File: config.mk
export PLATFORM = sky130hd
export DESIGN_NAME = mqrs_read_port
export DESIGN_NICKNAME = d
export VERILOG_FILES = /design/src/hdl/mqrs_pkg.sv /design/src/hdl/mqrs_read_port.sv
export VERILOG_INCLUDE_DIRS = /design/src /design/src/hdl
export SDC_FILE = /design/constraint.sdc
export NUM_CORES = 2
export LEC_CHECK = 0
export ABC_CLOCK_PERIOD_IN_PS = 6200
export BUFFER_PORTS_ARGS = -buffer_cell sky130_fd_sc_hd__buf_4
export CORE_ASPECT_RATIO = 0.9
export CORE_MARGIN = 8
export CORE_UTILIZATION = 60
export DETAILED_ROUTE_END_ITERATION = 16
export HOLD_SLACK_MARGIN = 0.08
export PLACE_DENSITY_LB_ADDON = 0.1
export SYNTH_ARGS = -nofsm -noshare
export SYNTH_HDL_FRONTEND = slang
export SYNTH_SLANG_ARGS = --single-unit
File: constraint.sdc
create_clock -name clk_i -period 6.2 [get_ports clk_i]
set_input_delay 0.62 -clock clk_i [delete_from_list [all_inputs] [get_ports clk_i]]
set_output_delay 0.62 -clock clk_i [all_outputs]
set_load 0.01 [all_outputs]
File: src/hdl/mqrs_params.svh
// register offsets, field positions and reset values of the multiqueue read port
`ifndef MQRS_PARAMS_SVH
`define MQRS_PARAMS_SVH
`define MQRS_REG_CTRL 8'h00
`define MQRS_REG_STAT 8'h04
`define MQRS_REG_LEVEL 8'h08
`define MQRS_CTRL_FLUSH_LSB 0
`define MQRS_ST_RQ_LSB 0
`define MQRS_ST_RDDEV_BIT 3
`define MQRS_ST_OVN_BIT 4
`define MQRS_ST_IW_BIT 5
`define MQRS_ST_OW_BIT 6
`define MQRS_ST_HAS_LSB 8
`define MQRS_ST_FULL_LSB 12
`define MQRS_ST_WQ_LSB 16
`define MQRS_ST_WRDEV_BIT 18
`define MQRS_NULL_BIT 2
`define MQRS_RST_OVN 1'b1
`define MQRS_RST_DATA 18'h00000
`endif

File: src/hdl/mqrs_pkg.sv
// types shared by the multiqueue read port
package mqrs_pkg;
  // queue switch phase, gray coded along idle -> old -> new; new -> idle flips both bits
  typedef enum logic [1:0] {
    SW_IDLE = 2'b00,
    SW_OLD = 2'b01,
    SW_NEW = 2'b11
  } mqrs_sw_t;
  typedef logic [17:0] mqrs_word_t;
  typedef logic [8:0] mqrs_byte_t;
endpackage

File: src/hdl/mqrs_read_port.sv
// four-queue store with pipelined read queue selection, null queue and bus matching
//
// Operation
// strobe high on a clock edge latches the read address as new read queue
// the selected queue stays in use until another selection is made
// controller waits at least 2 cycles between read queue selections
// next word of the new queue reaches the output register 2 edges after selection
// selecting edge reads old queue when enabled; next edge reads old queue regardless
// output enable high floats data bus; output register still loads
// switch pipeline holds old queue last word then new queue word, consecutive edges
// selecting an empty queue keeps last word and raises the invalid flag
// read address is 6 bits: 2 queue bits, null bit, 3 device bits
// device acts only when upper address bits equal its identity pins
// address bit 2 set selects the null queue, which is always empty
// after null selection old pipeline words drain, last word stays, flag invalid
// null queue exists on the read port only, in any mode
// empty flag bus strobe without read strobe picks device driving that bus
// full flag bus strobe without write strobe picks device via write bits 4..2
// width pins sampled at master reset choose x18 or x9 for each port
// width conversion orders bytes little endian
// full accounting counts in write port units
// valid and empty accounting counts in read port units
// all queues share the one input width and one output width
// read port can deliver a word on every edge, also during selection
// when reading stops at empty the last word falls through automatically
// after the last word, invalid flag rises on next edge with read enable low
//
// Chosen here: the address map and the Wishbone slave port.
`timescale 1ns/1ps
`include "mqrs_params.svh"
module mqrs_read_port #(
  parameter int DEPTH = 16
) (
  // clock and reset
  input wire logic clk_i,
  input wire logic rst_i,
  // static straps
  input wire logic device_identity_bit0_i,
  input wire logic device_identity_bit1_i,
  input wire logic device_identity_bit2_i,
  input wire logic input_width_sel_i,
  input wire logic output_width_sel_i,
  // write port
  input wire logic [4:0] write_queue_addr_i,
  input wire logic write_addr_strobe_i,
  input wire logic almost_full_bus_strobe_i,
  input wire logic write_en_n_i,
  input wire mqrs_pkg::mqrs_word_t write_data_i,
  // read port
  input wire logic [5:0] read_queue_addr_i,
  input wire logic read_addr_strobe_i,
  input wire logic almost_empty_bus_strobe_i,
  input wire logic read_en_n_i,
  input wire logic output_enable_n_i,
  output logic [17:0] read_data_o,
  output logic read_data_oe_o,
  output logic output_valid_n_o,
  output logic output_valid_oe_o,
  // flag buses
  output logic [3:0] almost_empty_flag_bus_o,
  output logic almost_empty_flag_bus_oe_o,
  output logic [3:0] almost_full_flag_bus_o,
  output logic almost_full_flag_bus_oe_o,
  // wishbone slave
  input wire logic wb_cyc_i,
  input wire logic wb_stb_i,
  input wire logic wb_we_i,
  input wire logic [7:0] wb_adr_i,
  input wire logic [3:0] wb_sel_i,
  input wire logic [31:0] wb_dat_i,
  output logic [31:0] wb_dat_o,
  output logic wb_ack_o
);
  import mqrs_pkg::*;

  localparam int NQ = 4;
  localparam int AW = $clog2(DEPTH);
  localparam int CW = AW + 1;
  localparam logic [CW-1:0] DEPTH_C = CW'(DEPTH);

  // levels register packs one byte per queue
  if (DEPTH < 4 || DEPTH > 128 || (DEPTH & (DEPTH - 1)) != 0) begin : g_bad_depth
    $error("DEPTH must be a power of two from 4 to 128");
  end

  typedef struct packed {
    logic [NQ-1:0][DEPTH-1:0][8:0] mem;
    logic [NQ-1:0][AW-1:0] wp;
    logic [NQ-1:0][AW-1:0] rp;
    logic [NQ-1:0][CW-1:0] cnt;
    logic iw;
    logic ow;
    logic [2:0] rq;
    logic [2:0] rpend;
    logic rd_dev;
    logic rpend_dev;
    mqrs_sw_t rsw;
    logic [1:0] wq;
    logic [1:0] wpend;
    logic wr_dev;
    logic wpend_dev;
    mqrs_sw_t wsw;
    mqrs_word_t out;
    logic ov_n;
    logic doe;
    logic ae_sel;
    logic af_sel;
    logic [NQ-1:0] ae_flags;
    logic [NQ-1:0] af_flags;
    logic ack;
    logic [31:0] rdat;
  } mqrs_state_t;

  mqrs_state_t s_r;
  mqrs_state_t s_nxt;

  logic [2:0] dev_id;
  logic [NQ-1:0] has_word;
  logic [NQ-1:0] q_full;
  logic cur_has;
  logic new_has;
  logic [1:0] rsrc;
  logic [1:0] wdst;
  logic wdev;
  logic [AW-1:0] rptr1;
  mqrs_word_t rd_word;
  logic bus_req;
  logic bus_wr;

  function automatic logic id_match(input logic [2:0] a, input logic [2:0] id);
    return a == id;
  endfunction

  assign dev_id = {device_identity_bit2_i, device_identity_bit1_i, device_identity_bit0_i};

  for (genvar g = 0; g < NQ; g++) begin : g_q
    // read side counts read-width units, write side write-width units
    assign has_word[g] = s_r.ow ? (s_r.cnt[g] != '0) : (s_r.cnt[g] >= CW'(2));
    assign q_full[g] = s_r.iw ? (s_r.cnt[g] == DEPTH_C) : (s_r.cnt[g] > DEPTH_C - CW'(2));
  end

  // null bit forces an empty view of the queue
  assign cur_has = s_r.rd_dev & ~s_r.rq[`MQRS_NULL_BIT] & has_word[s_r.rq[1:0]];
  assign new_has = s_r.rpend_dev & ~s_r.rpend[`MQRS_NULL_BIT] & has_word[s_r.rpend[1:0]];
  assign rsrc = (s_r.rsw == SW_NEW) ? s_r.rpend[1:0] : s_r.rq[1:0];
  assign wdst = (s_r.wsw == SW_NEW) ? s_r.wpend : s_r.wq;
  assign wdev = (s_r.wsw == SW_NEW) ? s_r.wpend_dev : s_r.wr_dev;
  assign rptr1 = s_r.rp[rsrc] + AW'(1);
  // low byte comes first out of the queue
  assign rd_word = s_r.ow ? {9'h000, s_r.mem[rsrc][s_r.rp[rsrc]]}
                          : {s_r.mem[rsrc][rptr1], s_r.mem[rsrc][s_r.rp[rsrc]]};
  assign bus_req = wb_cyc_i & wb_stb_i;
  assign bus_wr = bus_req & wb_we_i & s_r.ack;

  always_comb begin
    logic pop;
    logic push;
    logic [NQ-1:0] flush;
    pop = 1'b0;
    push = 1'b0;
    flush = '0;
    s_nxt = s_r;

    // read queue selection, one edge is enough
    if (read_addr_strobe_i && s_r.rsw == SW_IDLE) begin
      s_nxt.rpend = read_queue_addr_i[2:0];
      s_nxt.rpend_dev = id_match(read_queue_addr_i[5:3], dev_id);
      s_nxt.rsw = SW_OLD;
    end else if (!read_addr_strobe_i && almost_empty_bus_strobe_i) begin
      s_nxt.ae_sel = id_match(read_queue_addr_i[5:3], dev_id);
    end

    unique case (s_r.rsw)
      SW_IDLE: begin
        // output register empty pulls the next word without read enable
        if (!read_en_n_i || s_r.ov_n) begin
          if (cur_has) begin
            pop = 1'b1;
          end else if (!read_en_n_i) begin
            s_nxt.ov_n = 1'b1;
          end
        end
      end
      SW_OLD: begin
        s_nxt.rsw = SW_NEW;
        if (cur_has) begin
          pop = 1'b1;
        end else if (!read_en_n_i) begin
          s_nxt.ov_n = 1'b1;
        end
      end
      SW_NEW: begin
        s_nxt.rsw = SW_IDLE;
        s_nxt.rq = s_r.rpend;
        s_nxt.rd_dev = s_r.rpend_dev;
        if (new_has) begin
          pop = 1'b1;
        end else begin
          s_nxt.ov_n = 1'b1;
        end
      end
      default: s_nxt.rsw = SW_IDLE;
    endcase

    if (pop) begin
      s_nxt.out = rd_word;
      s_nxt.ov_n = 1'b0;
    end
    // data enable does not gate the output register
    s_nxt.doe = s_nxt.rd_dev & ~output_enable_n_i;

    // write queue selection mirrors the read side
    unique case (s_r.wsw)
      SW_IDLE: begin
        if (write_addr_strobe_i) begin
          s_nxt.wpend = write_queue_addr_i[1:0];
          s_nxt.wpend_dev = id_match(write_queue_addr_i[4:2], dev_id);
          s_nxt.wsw = SW_OLD;
        end
      end
      SW_OLD: s_nxt.wsw = SW_NEW;
      SW_NEW: begin
        s_nxt.wsw = SW_IDLE;
        s_nxt.wq = s_r.wpend;
        s_nxt.wr_dev = s_r.wpend_dev;
      end
      default: s_nxt.wsw = SW_IDLE;
    endcase
    if (!write_addr_strobe_i && almost_full_bus_strobe_i) begin
      s_nxt.af_sel = id_match(write_queue_addr_i[4:2], dev_id);
    end
    push = wdev & ~write_en_n_i & ~q_full[wdst];

    // register bus: ack one cycle after request, write lands on the ack edge
    s_nxt.ack = bus_req & ~s_r.ack;
    s_nxt.rdat = 32'h00000000;
    if (bus_wr && wb_sel_i[0] && wb_adr_i == `MQRS_REG_CTRL) begin
      flush = wb_dat_i[`MQRS_CTRL_FLUSH_LSB +: NQ];
    end
    if (s_nxt.ack && !wb_we_i) begin
      unique case (wb_adr_i)
        `MQRS_REG_STAT: begin
          s_nxt.rdat[`MQRS_ST_RQ_LSB +: 3] = s_r.rq;
          s_nxt.rdat[`MQRS_ST_RDDEV_BIT] = s_r.rd_dev;
          s_nxt.rdat[`MQRS_ST_OVN_BIT] = s_r.ov_n;
          s_nxt.rdat[`MQRS_ST_IW_BIT] = s_r.iw;
          s_nxt.rdat[`MQRS_ST_OW_BIT] = s_r.ow;
          s_nxt.rdat[`MQRS_ST_HAS_LSB +: NQ] = has_word;
          s_nxt.rdat[`MQRS_ST_FULL_LSB +: NQ] = q_full;
          s_nxt.rdat[`MQRS_ST_WQ_LSB +: 2] = s_r.wq;
          s_nxt.rdat[`MQRS_ST_WRDEV_BIT] = s_r.wr_dev;
        end
        `MQRS_REG_LEVEL: begin
          for (int q = 0; q < NQ; q++) begin
            s_nxt.rdat[q*8 +: 8] = 8'(s_r.cnt[q]);
          end
        end
        default: s_nxt.rdat = 32'h00000000;
      endcase
    end

    // queue storage; a flush beats a same-cycle push or pop
    for (int q = 0; q < NQ; q++) begin
      if (push && wdst == 2'(q)) begin
        s_nxt.mem[q][s_r.wp[q]] = write_data_i[8:0];
        if (!s_r.iw) begin
          s_nxt.mem[q][s_r.wp[q] + AW'(1)] = write_data_i[17:9];
        end
        s_nxt.wp[q] = s_r.wp[q] + (s_r.iw ? AW'(1) : AW'(2));
      end
      if (pop && rsrc == 2'(q)) begin
        s_nxt.rp[q] = s_r.rp[q] + (s_r.ow ? AW'(1) : AW'(2));
      end
      s_nxt.cnt[q] = s_r.cnt[q]
                   + ((push && wdst == 2'(q)) ? (s_r.iw ? CW'(1) : CW'(2)) : CW'(0))
                   - ((pop && rsrc == 2'(q)) ? (s_r.ow ? CW'(1) : CW'(2)) : CW'(0));
      if (flush[q]) begin
        s_nxt.wp[q] = '0;
        s_nxt.rp[q] = '0;
        s_nxt.cnt[q] = '0;
      end
      s_nxt.ae_flags[q] = ~has_word[q];
      s_nxt.af_flags[q] = q_full[q];
    end

    if (rst_i) begin
      s_nxt = '0;
      s_nxt.iw = input_width_sel_i;
      s_nxt.ow = output_width_sel_i;
      s_nxt.ov_n = `MQRS_RST_OVN;
      s_nxt.out = `MQRS_RST_DATA;
    end
  end

  always_ff @(posedge clk_i) begin
    s_r <= s_nxt;
  end

  assign read_data_o = s_r.out;
  assign read_data_oe_o = s_r.doe;
  assign output_valid_n_o = s_r.ov_n;
  assign output_valid_oe_o = s_r.rd_dev;
  assign almost_empty_flag_bus_o = s_r.ae_flags;
  assign almost_empty_flag_bus_oe_o = s_r.ae_sel;
  assign almost_full_flag_bus_o = s_r.af_flags;
  assign almost_full_flag_bus_oe_o = s_r.af_sel;
  assign wb_dat_o = s_r.rdat;
  assign wb_ack_o = s_r.ack;
endmodule

Word level (Yosys, flattened, before mapping) --
Index checks and enable logic that the tools add are counted.
Word-level totals: logic and storage cells 327, output and inout port bits 64, flip-flop bits (word level) 711
Cells by class: eq/ne operators 22, add/subtract/negate cells 21, multiplexer cells 85, magnitude comparators 30, reduce and logical (&&, ||, !) cells 46, bitwise logic cells 24
Operators with widths (count):
- 144-bit bitwise mux | 8
- 144-bit two-way mux | 5
- 144-bit binary-select mux with 2-bit select | 1
- 9-bit demux with 4-bit select | 8
- 9-bit two-way mux | 10
- 9-bit binary-select mux with 4-bit select | 2
- 4-bit by 5-bit less-than comparator with 1-bit output, second input constant | 10
- 4-bit by 1-bit >= comparator with 1-bit output, second input constant | 8
- 5-bit two-way mux | 6
- 4-bit adder | 6
- 1-bit logical AND | 22
- 11-bit one-hot mux with 2 select lines | 1
- 1-bit two-way mux | 21
- 4-bit by 1-bit adder with 4-bit output, second input constant | 5
- 5-bit equality test, second input constant | 4
- 5-bit by 2-bit >= comparator with 1-bit output, second input constant | 4
- 5-bit by 4-bit greater-than comparator with 1-bit output, second input constant | 4
- 2-bit two-way mux | 10
- 5-bit nonzero test | 4
- 18-bit two-way mux | 1
- 5-bit adder | 3
- 5-bit subtractor | 3
- 7-bit one-hot mux with 2 select lines | 1
- 1-bit inverter | 13
- 29 further kinds | 68

Longest topological paths before layout --
word-level depth 11, mapped depth 21

Least setup slack after synthesis --
OpenSTA, ideal clock, no wires.
kind reg-to-reg, start register s_r[81] (netlist name), end register s_r[96] (netlist name), path buffers 3, period minus slack after synthesis 3.998 ns, required time 6.072 ns, slack 2.202 ns, cell stages (with the launch flop) 17, arrival 3.870 ns, path through edfxtp_1 > clkinv_1 > mux2i_1 > o32ai_1 > a211oi_1 > a211oi_1 > buf_2 > buf_1 > buf_1 > nor3_1 > fa_1 > inv_1 > ha_1 > a21o_1 > a21oi_1 > xnor2_1 > nor2_1
Between the ends: cells in the longest elaborated chain, start to end 10
Ends and longest elaborated chain:
- from (decl) | RTL line mqrs_read_port.sv:114 | mqrs_state_t s_r;
- from (signal assigned) | RTL line mqrs_read_port.sv:296 | s_r <= s_nxt;
- 1-bit two-way mux | RTL line mqrs_read_port.sv:138 | assign has_word[g] = s_r.ow ? (s_r.cnt[g] != '0) : (s_r.cnt[g] >= CW'(2));
- 1-bit binary-select mux with 2-bit select | RTL line mqrs_read_port.sv:143 | assign cur_has = s_r.rd_dev & ~s_r.rq[`MQRS_NULL_BIT] & has_word[s_r.rq[1:0]];
- 1-bit two-way mux (not written as such) | RTL line mqrs_read_port.sv:143
- 1-bit AND | RTL line mqrs_read_port.sv:143
- 1-bit two-way mux | RTL line mqrs_read_port.sv:177, mqrs_read_port.sv:186
- 1-bit two-way mux | RTL line mqrs_read_port.sv:176 | if (!read_en_n_i || s_r.ov_n) begin
- 1-bit one-hot mux with 3 select lines | RTL line mqrs_read_port.sv:173 | unique case (s_r.rsw)
- 1-bit logical AND | RTL line mqrs_read_port.sv:276 | - ((pop && rsrc == 2'(q)) ? (s_r.ow ? CW'(1) : CW'(2)) : CW'(0));
- 5-bit two-way mux * | RTL line mqrs_read_port.sv:276
- 5-bit subtractor * | RTL line mqrs_read_port.sv:276
Every way passes the cells marked *; elsewhere a longest branch is shown, timed or not. The select of a mux whose other input is x is not followed. A chain may end at the register's enable or synchronous reset.

Worst setup path after layout --
start register s_r[72] (netlist name), end register s_r (netlist bit read_data_o[10])
Between the ends: cells in the longest elaborated chain, start to end 8
Ends and longest elaborated chain:
- 2-bit equality test | RTL line mqrs_read_port.sv:145, mqrs_read_port.sv:173
- 2-bit two-way mux | RTL line mqrs_read_port.sv:145 | assign rsrc = (s_r.rsw == SW_NEW) ? s_r.rpend[1:0] : s_r.rq[1:0];
- 4-bit binary-select mux with 2-bit select | RTL line mqrs_read_port.sv:148 | assign rptr1 = s_r.rp[rsrc] + AW'(1);
- 4-bit two-way mux (not written as such) | RTL line mqrs_read_port.sv:148
- 4-bit by 1-bit adder with 4-bit output | RTL line mqrs_read_port.sv:148
- 9-bit binary-select mux with 4-bit select | RTL line mqrs_read_port.sv:151 | : {s_r.mem[rsrc][rptr1], s_r.mem[rsrc][s_r.rp[rsrc]]};
- 9-bit two-way mux (not written as such) | RTL line mqrs_read_port.sv:151
- 18-bit two-way mux | RTL line mqrs_read_port.sv:150 | assign rd_word = s_r.ow ? {9'h000, s_r.mem[rsrc][s_r.rp[rsrc]]}
Parallel ways exist; a longest one is shown, timed or not. The select of a mux whose other input is x is not followed.

==> metrics <==
Final Util 65.25%; Final Hold Fails 0; RSZ-0062 raised after global routing no; Post-DRT Antenna Nets 0; endpoint type of the worst setup path register; met3 usage in global routing 11.18%; Hold WC Path Type input port to register; GRT overflow 0; dpl hpwl 81710 microns; Tmin final 4.978 ns; Post-route DRC 0; Detailed Routing Iterations Pass 1 6; core footprint 61010 sq um; multi-input logic area 20600 sq um; Final Wtd Congestion 1.038; CP Class register to register; TritonCTS clock tree yes; dpl cell area 37200 sq um; # hold bufs at CTS 0; Final Cycle Share 80.30%; final number of setup-violating endpoints 0; cell repeated most along the worst path buf_4; GRT met2 Usage 52.47%; Post-synth ARST share 0%; pwr/cell area 247.1 nW/um^2; status finished, final reports clean; cell taking the most area after synthesis dfxtp_1; Max Slew Vio Count 0; first-pass GRT wire length 203600 microns; critical path's largest stage delay 0.90 ns; initial antenna violation count 2; count of flip-flops with a built-in enable after synthesis 2; share of the synthesized area in the top cell type 38.16%; Setup crit start kind register; CP Cell Sequence nand2_8 -> mux2i_4 -> buf_4 -> mux4_2 -> ha_1 -> nor2b_1 -> nand2_1 -> mux2i_1 -> a311oi_2 -> buf_4 -> o22a_1 -> o2111ai_1 -> nand3_1; final instance area 39810 sq um; total CTS buffers 74; ys flop type dfxtp_1; I/O Buffers 115; worst endpoint required time 6.77 ns; WL final 135900 microns; # fillers 5126; Initial Util 60.37%; Max FO, Critical Path 24; Overall Global Routing Usage 37.20%; most frequent cells in the layout dfxtp_1 (702), nor2_1 (673), a211oi_1 (588), o22ai_1 (586), buf_4 (170); Post-CTS Resized 0; Worst EP arrival 5.55 ns; synthesized flop and latch total 704; synth-to-layout area growth 8.089%; routed vias/inst 7.343; vias in the first global route 31840; commonest non-fill, non-tap cell in the layout dfxtp_1; die span in y 251.0 microns; pin count of the biggest net entering global routing 122; worst-margin pin slew 1.438 ns; DR iter-0 viols 4990; Die Wd 277.2 microns; post-CTS setup buffers 0; Rows 86; wire per inst 28.72 microns; Area contributors post-synth dfxtp_1 (38%), a211oi_1 (12%), o22ai_1 (10%); share of cells above drive strength 1 13.59%; IO Count 154; IR Drop Worst-Case VDD 0.0002032 V; Avg Cell Area, Syn 9.001 sq um; CTS Sinks 704; vias 34750; die area 69580 sq um; Fmax 200.9 MHz; Post-Syn Area 36830 sq um; Syn Inst Count 4092; Max Cap Violations 0; worst skew pair latency 0.63 ns; sequential area share after synthesis 38.32%; P_leak 12.60 nW; number of distinct library cells after synthesis 63; Worst-path clk slew 0.06 ns; Clk Tree Root Cell clkbuf_16; Worst Skew 0.02887 ns; Total Nets Final 4041; warnings from Yosys 0; register area 14110 sq um; TNS Setup 0 ns; busiest grt layer met2; slowest CP cell ha_1; slew margin rel. 3.938%; Clock Path Buffers 3; H-Tree Level Count 3; M1 GR Usage 51.60%
[worst max-delay path, delay by kind of cell, from the launching register on]
family | cells | cell delay, ns
AND/OR/NAND/NOR | 4 | 0.62
buffers and inverters | 2 | 0.60
AO/OA/AOI/OAI | 3 | 1.07
flip-flops | 1 | 0.60
multiplexers | 3 | 1.11
adder cells (fa/ha/maj) | 1 | 0.90
[Yosys cell counts, types with 9 or more instances]
master and number:
o22a_1 17, mux2i_1 93, a22o_1 10, o21ai_0 26, nand4_1 31, ha_1 53, o22ai_1 586, mux4_2 145
o2111ai_1 16, nor2_1 674, nor3b_1 16, a221o_1 9, xnor2_1 20, a21oi_1 111, a21o_1 15, buf_2 30
mux2_2 77, o221ai_1 10, buf_1 47, xor2_1 13, nand3b_1 10, clkbuf_1 319, dfxtp_1 702, nand3_1 102
fa_1 16, a211oi_1 589, nand2_1 115, nor3_1 21, buf_4 68, nor2b_1 37, inv_1 46
[cells by family after synthesis]
family                     after synthesis  synth area share, %
AOI/OAI and AO/OA                     1406                26.10
and+or+nand+nor                       1051                12.29
DFF                                    704                38.32
buffers and inverters                  512                6.013
muxes                                  316                13.81
adders and majority gates               69                2.670
xor gates and xnor gates                33               0.7848
other                                    1              0.01018
[worst paths after layout]
check	startpoint	end	slack (ns)	cells past startpoint
max	s_r[72]$_SDFFE_PP0P_	read_data_o[10]$_SDFFE_PP0N_	1.22	13
min	output_enable_n_i	read_data_oe_o$_SDFF_PP0_	0.15	2
max reg2reg	s_r[72]$_SDFFE_PP0P_	read_data_o[10]$_SDFFE_PP0N_	1.22	13
min reg2reg	wb_ack_o$_SDFF_PP0_	wb_ack_o$_SDFF_PP0_	0.48	1
[where the power goes]
part	internal (mW)	switching [mW]	total (mW)	leakage [nW]
Clock	2.88	1.96	4.83	1.28
Sequential	4.53	0.0141	4.55	5.67
Combinational	0.0979	0.357	0.455	5.65
Total	7.51	2.33	9.84	12.6
[cell type report]
type,count,area share [%]
Clock inverter,35,1.219
Timing Repair Buffer,172,3.294
Clock buffer,97,5.330
Multi-Input combinational cell,2882,51.75
Sequential cell,704,35.45
Tap cell,792,2.489
Inverter,48,0.4526
Antenna cell,2,0.01257
[per-layer routing]
layer	wire, microns	part of all wire (%)
met5	11	0.0081
met4	7707	5.7
met3	19030	14
met2	55580	41
met1	53600	39
[state kept, by name, summed over array words and instances, names as in the netlist]
register and cells:
almost_empty_flag_bus_o 4, almost_empty_flag_bus_oe_o 1, almost_full_flag_bus_o 4, almost_full_flag_bus_oe_o 1, output_valid_n_o 1, output_valid_oe_o 1, read_data_o 18, read_data_oe_o 1
s_r 647, wb_ack_o 1, wb_dat_o 25
[per-stage QoR]
step                hold slack (ns)  power, mW  instances  setup WS, ns
floorplan                    0.4269      4.927       4098         2.202
detailed placement           0.4692      5.080       4598         1.406
global placement             0.4570      5.079       4598         1.402
CTS                          0.1361      9.817       4730         1.380
global route                 0.1336      10.02       4730        0.9770
finish                       0.1537      9.836       4732         1.222
Power figures use the tool's default switching activity.
